### config.mk
export PLATFORM = sky130hd
export DESIGN_NAME = dcf_fifo_top
export DESIGN_NICKNAME = d
export VERILOG_FILES = /design/src/pkg/dcf_pkg.sv /design/src/dcf_stage_fifo.sv /design/src/dcf_fifo_top.sv
export SDC_FILE = /design/constraint.sdc
export NUM_CORES = 1
export LEC_CHECK = 0
export BUFFER_PORTS_ARGS = -buffer_cell sky130_fd_sc_hd__buf_4
export CAP_MARGIN = 30
export CORE_ASPECT_RATIO = 0.75
export CORE_MARGIN = 3
export CORE_UTILIZATION = 40
export CTS_CLUSTER_DIAMETER = 50
export CTS_CLUSTER_SIZE = 12
export DETAILED_ROUTE_END_ITERATION = 7
export GPL_TIMING_DRIVEN = 0
export PLACE_DENSITY_LB_ADDON = 0.2
export SETUP_SLACK_MARGIN = 0.3
export SLEW_MARGIN = 25
export SYNTH_ARGS = -nofsm -noshare
export SYNTH_HDL_FRONTEND = slang
export SYNTH_SLANG_ARGS = --single-unit
### constraint.sdc
create_clock -name sys_clk_in -period 7.82 [get_ports sys_clk_in]
set_clock_uncertainty 0.1 [all_clocks]
set_input_delay 0.391 -clock sys_clk_in [delete_from_list [all_inputs] [get_ports sys_clk_in]]
set_output_delay 0.391 -clock sys_clk_in [all_outputs]
set_load 0.02 [all_outputs]
### src/pkg/dcf_pkg.sv
// constants, pin carriers and state types for the 9-bit flagged fifo
// assumes a single system clock; fifo clocks arrive as sampled pins
package dcf_pkg;

  // ==========================================================
  // sizes
  localparam int DEPTH       = 64;
  localparam int WIDTH       = 9;
  localparam int AW          = 6;
  localparam int CW          = 7;
  localparam int STAGE_DEPTH = 4;
  localparam int STAGE_CW    = 3;

  // ==========================================================
  // timing: skew limits in ns and in system clock cycles
  localparam int CLK_NS      = 5;
  localparam int SKEW_A_NS   = 5;
  localparam int SKEW_B_NS   = 10;
  localparam int SKEW_A_CYC  = (SKEW_A_NS + CLK_NS - 1) / CLK_NS;
  localparam int SKEW_B_CYC  = (SKEW_B_NS + CLK_NS - 1) / CLK_NS;
  localparam int SYNC_STAGES = 2;

  // ==========================================================
  // reset values
  localparam logic [AW-1:0]    OFS_DEFAULT = 6'h07;
  localparam logic [CW-1:0]    CNT_FULL    = 7'h40;
  localparam logic [CW-1:0]    CNT_ZERO    = 7'h00;
  localparam logic [WIDTH-1:0] DOUT_RESET  = 9'h000;

  // ==========================================================
  // register port map
  localparam int             REG_AW       = 4;
  localparam logic [REG_AW-1:0] REG_EMPTY_OFS = 4'h0;
  localparam logic [REG_AW-1:0] REG_FULL_OFS  = 4'h4;
  localparam logic [REG_AW-1:0] REG_STATUS    = 4'h8;
  localparam int ST_FULL    = 0;
  localparam int ST_EMPTY   = 1;
  localparam int ST_AEMPTY  = 2;
  localparam int ST_AFULL   = 3;
  localparam int ST_MODE    = 4;
  localparam int ST_CNT_LSB = 8;

  // ==========================================================
  // types
  typedef enum logic { DCF_MODE_SECOND_EN, DCF_MODE_LOAD } dcf_mode_t;
  typedef enum logic { DCF_LD_EMPTY_OFS, DCF_LD_FULL_OFS } dcf_ld_sel_t;
  typedef enum logic [1:0] { DCF_SEL_NONE, DCF_SEL_EOFS, DCF_SEL_FOFS, DCF_SEL_STAT } dcf_reg_sel_t;

  typedef struct packed {
    logic [WIDTH-1:0] data;
    logic             wr_en_primary_n;
    logic             wr_en2_or_load;
  } dcf_wr_pins_t;

  typedef struct packed {
    logic rd_en_primary_n;
    logic rd_en_second_n;
    logic oe_n;
  } dcf_rd_pins_t;

  typedef struct packed {
    logic full_n;
    logic empty_n;
    logic almost_empty_n;
    logic almost_full_n;
  } dcf_flags_t;

  localparam dcf_flags_t FLAGS_RESET = '{full_n: 1'b1, empty_n: 1'b0, almost_empty_n: 1'b0, almost_full_n: 1'b1};

endpackage : dcf_pkg

### src/dcf_stage_fifo.sv
// small staging fifo with valid/ready on both sides
// assumes one clock and a synchronous active-high reset
`timescale 1ns/100ps
module dcf_stage_fifo #(
  parameter int W  = 9,
  parameter int D  = 4,
  parameter int PW = 2
) (
  input  wire logic         sys_clk_in,  // system clock
  input  wire logic         rst_in,      // sync reset
  input  wire logic         in_valid_in, // word offered
  output logic              in_ready_out,// room for a word
  input  wire logic [W-1:0] in_data_in,  // offered word
  output logic              out_valid_out,// word available
  input  wire logic         out_ready_in,// drain side accepts
  output logic [W-1:0]      out_data_out // oldest word
);

  typedef struct packed {
    logic [PW-1:0] wp;
    logic [PW-1:0] rp;
    logic [PW:0]   cnt;
  } dcf_stage_st_t;

  dcf_stage_st_t st_q;
  dcf_stage_st_t st_d;
  logic [W-1:0]  mem_q [D];
  logic          push;
  logic          pop;

  // ==========================================================
  // handshakes
  assign in_ready_out  = (st_q.cnt != (PW+1)'(D));
  assign out_valid_out = (st_q.cnt != '0);
  assign out_data_out  = mem_q[st_q.rp];
  assign push          = in_valid_in && in_ready_out;
  assign pop           = out_valid_out && out_ready_in;

  always_comb begin
    st_d = st_q;
    if (push) begin
      st_d.wp = st_q.wp + 1'b1;
    end
    if (pop) begin
      st_d.rp = st_q.rp + 1'b1;
    end
    st_d.cnt = st_q.cnt + (PW+1)'(push) - (PW+1)'(pop);
    if (rst_in) begin
      st_d = '0;
    end
  end

  always_ff @(posedge sys_clk_in) begin
    st_q <= st_d;
    if (push) begin
      mem_q[st_q.wp] <= in_data_in;
    end
  end

endmodule : dcf_stage_fifo

### src/dcf_fifo_top.sv
// flagged 64 x 9 fifo with pin-clocked write and read ports
// assumes write/read clocks and all pins are asynchronous to sys_clk_in
//
// What this block does
// - full flag release may slip one write edge
// - empty flag release may slip one read edge
// - almost-empty change may slip one read edge
// - almost-full change may slip one write edge
// - reset works with both fifo clocks running
// - dual pin high at reset: second write enable
// - dual pin low at reset: offset load control
// - data outputs low after reset, enabled by oe
// - first word appears cycle after empty releases
// - first-read latency bounded by one or two periods
// - almost-empty asserts at empty offset level
// - almost-full asserts at depth minus offset
// - almost-full threshold is depth minus offset
// - full flag blocks writes, updates on write edges
// - empty flag blocks reads, updates on read edges
// - empty offset resets to seven
// - full offset resets to seven
//
// The register addresses and the address-and-strobe port are this design's own decisions.
`timescale 1ns/100ps
module dcf_fifo_top (
  input  wire logic                    sys_clk_in,     // system clock, 200 MHz
  input  wire logic                    rst_in,         // sync reset, active high
  input  wire logic                    wr_clk_in,      // write clock pin
  input  wire dcf_pkg::dcf_wr_pins_t   wr_pins_in,     // write data and enables
  input  wire logic                    rd_clk_in,      // read clock pin
  input  wire dcf_pkg::dcf_rd_pins_t   rd_pins_in,     // read enables and oe
  output logic [dcf_pkg::WIDTH-1:0]    data_out,       // read data
  output logic                         data_oe_out,    // read data drive enable
  output dcf_pkg::dcf_flags_t          flags_out,      // status flags, active low
  input  wire logic [dcf_pkg::REG_AW-1:0] reg_addr_in, // register address
  input  wire logic [31:0]             reg_wdata_in,   // register write data
  input  wire logic                    reg_wr_in,      // register write strobe
  input  wire logic                    reg_rd_in,      // register read strobe
  output logic [31:0]                  reg_rdata_out   // register read data
);
  import dcf_pkg::*;

  typedef struct packed {
    logic [2:0]       wclk_s;
    logic [2:0]       rclk_s;
    dcf_wr_pins_t     wpin_s0;
    dcf_wr_pins_t     wpin_s1;
    dcf_wr_pins_t     wpin_s2;
    dcf_rd_pins_t     rpin_s0;
    dcf_rd_pins_t     rpin_s1;
    dcf_rd_pins_t     rpin_s2;
    dcf_mode_t        mode;
    dcf_ld_sel_t      ld_sel;
    logic [AW-1:0]    ofs_e;
    logic [AW-1:0]    ofs_f;
    logic [CW-1:0]    tot;
    logic [CW-1:0]    mcnt;
    logic [AW-1:0]    wptr;
    logic [AW-1:0]    rptr;
    dcf_flags_t       flags;
    logic [WIDTH-1:0] dout;
    logic [31:0]      rdata;
  } dcf_state_t;

  dcf_state_t       st_q;
  dcf_state_t       st_d;
  logic [WIDTH-1:0] mem_q [DEPTH];

  logic             wrise;
  logic             rrise;
  logic             wr_req;
  logic             ld_req;
  logic             wr_take;
  logic             rd_req;
  logic             rd_take;
  logic             stg_in_ready;
  logic             stg_out_valid;
  logic             drain;
  logic [WIDTH-1:0] stg_out_data;
  logic [31:0]      status_word;

  // ==========================================================
  // register address decode
  function automatic dcf_reg_sel_t reg_decode(input logic [REG_AW-1:0] a);
    if (a == REG_EMPTY_OFS) begin
      return DCF_SEL_EOFS;
    end else if (a == REG_FULL_OFS) begin
      return DCF_SEL_FOFS;
    end else if (a == REG_STATUS) begin
      return DCF_SEL_STAT;
    end else begin
      return DCF_SEL_NONE;
    end
  endfunction : reg_decode

  // ==========================================================
  // edge detection on synchronised fifo clocks
  // data and enables are taken from the sample just before the edge
  assign wrise = st_q.wclk_s[1] && !st_q.wclk_s[2];
  assign rrise = st_q.rclk_s[1] && !st_q.rclk_s[2];

  // dual pin must be high for a fifo write in either mode
  assign wr_req  = wrise && !st_q.wpin_s2.wr_en_primary_n && st_q.wpin_s2.wr_en2_or_load;
  assign ld_req  = wrise && !st_q.wpin_s2.wr_en_primary_n && !st_q.wpin_s2.wr_en2_or_load
                   && (st_q.mode == DCF_MODE_LOAD);
  assign wr_take = wr_req && st_q.flags.full_n && stg_in_ready;
  assign rd_req  = rrise && !st_q.rpin_s2.rd_en_primary_n && !st_q.rpin_s2.rd_en_second_n;
  assign rd_take = rd_req && st_q.flags.empty_n && (st_q.mcnt != CNT_ZERO);

  // staged words move into the main array whenever it has room
  assign drain = stg_out_valid && (st_q.mcnt != CNT_FULL);

  dcf_stage_fifo #(
    .W  (WIDTH),
    .D  (STAGE_DEPTH),
    .PW (STAGE_CW - 1)
  ) u_stage (
    .sys_clk_in    (sys_clk_in),
    .rst_in        (rst_in),
    .in_valid_in   (wr_take),
    .in_ready_out  (stg_in_ready),
    .in_data_in    (st_q.wpin_s2.data),
    .out_valid_out (stg_out_valid),
    .out_ready_in  (st_q.mcnt != CNT_FULL),
    .out_data_out  (stg_out_data)
  );

  // ==========================================================
  // status word
  always_comb begin
    status_word                          = '0;
    status_word[ST_FULL]                 = st_q.flags.full_n;
    status_word[ST_EMPTY]                = st_q.flags.empty_n;
    status_word[ST_AEMPTY]               = st_q.flags.almost_empty_n;
    status_word[ST_AFULL]                = st_q.flags.almost_full_n;
    status_word[ST_MODE]                 = (st_q.mode == DCF_MODE_LOAD);
    status_word[ST_CNT_LSB +: CW]        = st_q.tot;
  end

  // ==========================================================
  // next state
  always_comb begin
    st_d = st_q;
    // pin synchronisers run through reset so free-running clocks are safe
    st_d.wclk_s  = {st_q.wclk_s[1:0], wr_clk_in};
    st_d.rclk_s  = {st_q.rclk_s[1:0], rd_clk_in};
    st_d.wpin_s0 = wr_pins_in;
    st_d.wpin_s1 = st_q.wpin_s0;
    st_d.wpin_s2 = st_q.wpin_s1;
    st_d.rpin_s0 = rd_pins_in;
    st_d.rpin_s1 = st_q.rpin_s0;
    st_d.rpin_s2 = st_q.rpin_s1;

    st_d.tot  = st_q.tot + CW'(wr_take) - CW'(rd_take);
    st_d.mcnt = st_q.mcnt + CW'(drain) - CW'(rd_take);
    if (drain) begin
      st_d.wptr = st_q.wptr + 1'b1;
    end
    if (rd_take) begin
      st_d.rptr = st_q.rptr + 1'b1;
      st_d.dout = mem_q[st_q.rptr];
    end

    // write-side flags change only on write clock edges
    if (wrise) begin
      st_d.flags.full_n        = (st_d.tot != CNT_FULL);
      st_d.flags.almost_full_n = (st_d.tot < (CNT_FULL - CW'(st_q.ofs_f)));
    end
    // read-side flags change only on read clock edges
    if (rrise) begin
      st_d.flags.empty_n        = (st_d.mcnt != CNT_ZERO);
      st_d.flags.almost_empty_n = (st_d.mcnt > CW'(st_q.ofs_e));
    end

    // offset load through the dual pin alternates empty then full offset
    if (ld_req) begin
      if (st_q.ld_sel == DCF_LD_EMPTY_OFS) begin
        st_d.ofs_e  = st_q.wpin_s2.data[AW-1:0];
        st_d.ld_sel = DCF_LD_FULL_OFS;
      end else begin
        st_d.ofs_f  = st_q.wpin_s2.data[AW-1:0];
        st_d.ld_sel = DCF_LD_EMPTY_OFS;
      end
    end

    if (reg_wr_in) begin
      case (reg_decode(reg_addr_in))
        DCF_SEL_EOFS: begin
          st_d.ofs_e = reg_wdata_in[AW-1:0];
        end
        DCF_SEL_FOFS: begin
          st_d.ofs_f = reg_wdata_in[AW-1:0];
        end
        default: begin
        end
      endcase
    end

    st_d.rdata = '0;
    if (reg_rd_in) begin
      case (reg_decode(reg_addr_in))
        DCF_SEL_EOFS: begin
          st_d.rdata[AW-1:0] = st_q.ofs_e;
        end
        DCF_SEL_FOFS: begin
          st_d.rdata[AW-1:0] = st_q.ofs_f;
        end
        DCF_SEL_STAT: begin
          st_d.rdata = status_word;
        end
        default: begin
        end
      endcase
    end

    if (rst_in) begin
      st_d.mode   = st_q.wpin_s1.wr_en2_or_load ? DCF_MODE_SECOND_EN : DCF_MODE_LOAD;
      st_d.ld_sel = DCF_LD_EMPTY_OFS;
      st_d.ofs_e  = OFS_DEFAULT;
      st_d.ofs_f  = OFS_DEFAULT;
      st_d.tot    = CNT_ZERO;
      st_d.mcnt   = CNT_ZERO;
      st_d.wptr   = '0;
      st_d.rptr   = '0;
      st_d.flags  = FLAGS_RESET;
      st_d.dout   = DOUT_RESET;
      st_d.rdata  = '0;
    end
  end

  always_ff @(posedge sys_clk_in) begin
    st_q <= st_d;
  end

  always_ff @(posedge sys_clk_in) begin
    if (drain) begin
      mem_q[st_q.wptr] <= stg_out_data;
    end
  end

  // ==========================================================
  // outputs
  assign data_out      = st_q.dout;
  assign data_oe_out   = !st_q.rpin_s1.oe_n;
  assign flags_out     = st_q.flags;
  assign reg_rdata_out = st_q.rdata;
endmodule : dcf_fifo_top

==> flow_summary.ini <==
[floorplanning]
core_mm2 = 0.0705
num_rows = 84
die-area_mm2 = 0.0750
start_util = 0.407
die_y_um = 238
chipWidth_um = 315
io_pins = 102

[power]
p_int_mw = 7.16
switchingPower_mw = 2.51
power_mw = 9.67
seqPwrFrac = 0.499
p_per_area_mw_per_mm2 = 292
switching_share = 0.260
power_leakage_nw = 10.8
combPwrFrac = 0.143
peakVddDrop_uv = 162
p_clk_frac = 0.358

[logic_synthesis]
ys_ff_latch = 734
synth-compound-area-share = 0.0368
synth.distinct_cells = 56
synth_xor_area_frac = 0.00885
synth_top_area_frac = 0.642
syn_area_mm2 = 0.0287
ys_seq_area_frac = 0.726
synth_area_per_cell_um2 = 17.8
ys.flop_type = edfxtp_1
yosys-top-cells-area = edfxtp_1 (64%), mux4_2 (9.9%), dfxtp_1 (8.4%)
synth.area.mux_share = 0.138
synth_simple_gate_area_frac = 0.0415
yosysTopAreaCell = edfxtp_1
synth_fa_ha_area_frac = 0.0182
synth-edff-count = 613
async_flop_share = 0
yosysMostFrequentCell = edfxtp_1
synth_top_family_by_area = multiplexers
yosysWarnings = 0
synth_cells = 1610
ys_top_cells_by_count = edfxtp_1 (613), nor2_1 (127), mux4_2 (126)

[sta]
setup_viol = 0
finalHoldViolCount = 0
finalSetupTns_ps = 0
hold_ws_ps = 47.3
min_period_ps = 4330
rsz0062_at_grt = false
worstMarginPinSlew_ps = 1050
slew_viol_final = 0
period_share = 0.553
fin_ws_ps = 3490
slew_headroom = 0.301
max_freq_mhz = 231

[detailed_routing]
routed_wirelength_um = 70100
vias_per_cell = 5.38
drcViolationCount = 0
drtIter0Drc = 1771
drtAntennaViolNets = 0
vias = 15100
first_pass_iters = 8
wire_per_inst_um = 25.0

[critical_path]
crit_path_end_kind = register
worstPathRequired_ps = 8230
cpPeakStageDelay_ps = 570
crit_fanout = 8
crit_buf_inv = 3
critPathArrivalTime_ps = 4730
crit_slowest_cell = a21oi_1
crit_family = compound AO/OA/AOI/OAI gates
startpoint_type = register
cp_cell_sequence = nor3b_1, nand3_1, a21oi_1, inv_1, ha_1, inv_1, ha_1, fa_1, a21o_1, a21oi_1, xnor2_1, inv_1, ha_1, o21ai_0, a21oi_1, o41ai_1
worstSetupPathType = reg -> reg

[place]
gp_congestion = 0.849
io_buffer_count = 54
pre_cts_slack_ps = 3450
placed_cell_area_mm2 = 0.0304
dpl.hpwl_um = 45100

[clock_tree]
cts.sinks = 734
clk_pin_slew_worst_paths_ps = 60
clk_latency_ps = 620
postCtsSetupBuffers = 0
cts_buffer_depth = 3
cts_root_buffer = clkbuf_16
post_cts_resized = 0
numCtsBuffers = 76
cts_tree = built
htreeDepth = 3

[hold_path]
hp-class = in -> reg

[global_routing]
overflow = 0
first_global_vias = 15100
grt_max_degree = 65
grt_usage = 0.188
grt_pass1_wl_um = 102000
antenna_found_initial = 0

[layout]
n_fill_cell = 5992
insertedDiodeCount = 0
finalNetCount = 1896
drive_gt1_frac = 0.211
syn_to_final_growth_pct = 15.4
fin_area_mm2 = 0.0331

[run]
max-cap-violations = 0

[status]
status = finished clean
## stage by stage
step                utilization  cells
finish                    0.469   2803
global route              0.469   2803
CTS                       0.468   2786
detailed placement        0.431   2630
global placement          0.430   2628
floorplan                     -   1628
## path summary, 6_finish.rpt
path                           from                         to  slack [ps]  depth (start not counted)
setup / recovery  st_d[132]$_DFF_P_  flags_out[0]$_SDFFE_PP1N_        3490                         16
setup reg to reg  st_d[132]$_DFF_P_  flags_out[0]$_SDFFE_PP1N_        3490                         16
hold / removal      reg_wdata_in[1]        st_q[72]$_SDFF_PP1_          50                          4
hold reg to reg    st_d[88]$_DFF_P_           st_d[85]$_DFF_P_         210                          0
## cells in the final DEF (no fill, tap or decap), types with 19 or more instances in the layout
master and instances:
nor2b_1 19, dfxtp_1 121, clkbuf_1 73, nor2_1 120, conb_1 19, buf_4 122, clkbuf_16 80, mux4_2 117
dlygate4sd3_1 21, a22oi_1 27, ha_1 37, nand3_1 19, a21oi_1 33, inv_1 40, mux2i_1 111, nand2_1 31
xor2_1 19, edfxtp_1 613, a211oi_1 21
## flip-flops by register name (all words and copies together) (netlist names), named ones only
register	count
u_stage.st_q	7
flags_out	4
data_out	9
mem_q	576
st_d	32
reg_rdata_out	13
u_stage.mem_q	36
st_q	55
## layer usage
layer	GRT usage	wire, um	share of wire
met5	0	0	0
met2	0.275	30800	0.44
met3	0.0439	5350	0.076
met4	0.0468	1360	0.019
met1	0.283	32600	0.46
## area by class of cell
type	count	area (um^2)	area share
inverters	40	150	0.00454
clock inverters	14	176	0.00533
multi-input cells	734	7080	0.214
plain buffers	120	737	0.0223
flip-flops and latches	734	20800	0.629
repair buffers	94	759	0.0229
well taps	946	1180	0.0358
clock buffers	121	2190	0.0660
## timing repair
action                                 in CTS  in global routing
endpoints found under the hold margin      24                  0
setup endpoints to repair                   0                  0
hold buffers                               21                  0
## worst min-delay path, cell delays in order
cell and delay, ps:
buf_4 90, nor2_1 40, a21oi_1 100, or2_2 110
## power by group through the flow
| stage | Combinational (mW) | Clock (mW) | Sequential [mW] |
|---|---|---|---|
| finish | 1.38 | 3.46 | 4.82 |
| floorplan | 0.853 | 0 | 4.88 |
| global route | 1.53 | 3.69 | 4.84 |
| CTS | 1.38 | 3.54 | 4.82 |
| global placement | 1.30 | 0 | 4.91 |
| detailed placement | 1.37 | 0 | 4.91 |
## logic make-up after synthesis
| family | count (synthesis) |
|---|---|
| compound gates | 155 |
| xor+xnor | 29 |
| fa+ha+maj | 40 |
| buf+inv | 160 |
| flops | 734 |
| mux | 237 |
| other cells | 1 |
| simple gates | 254 |
Note: power is estimated with default switching activity, not from simulation.
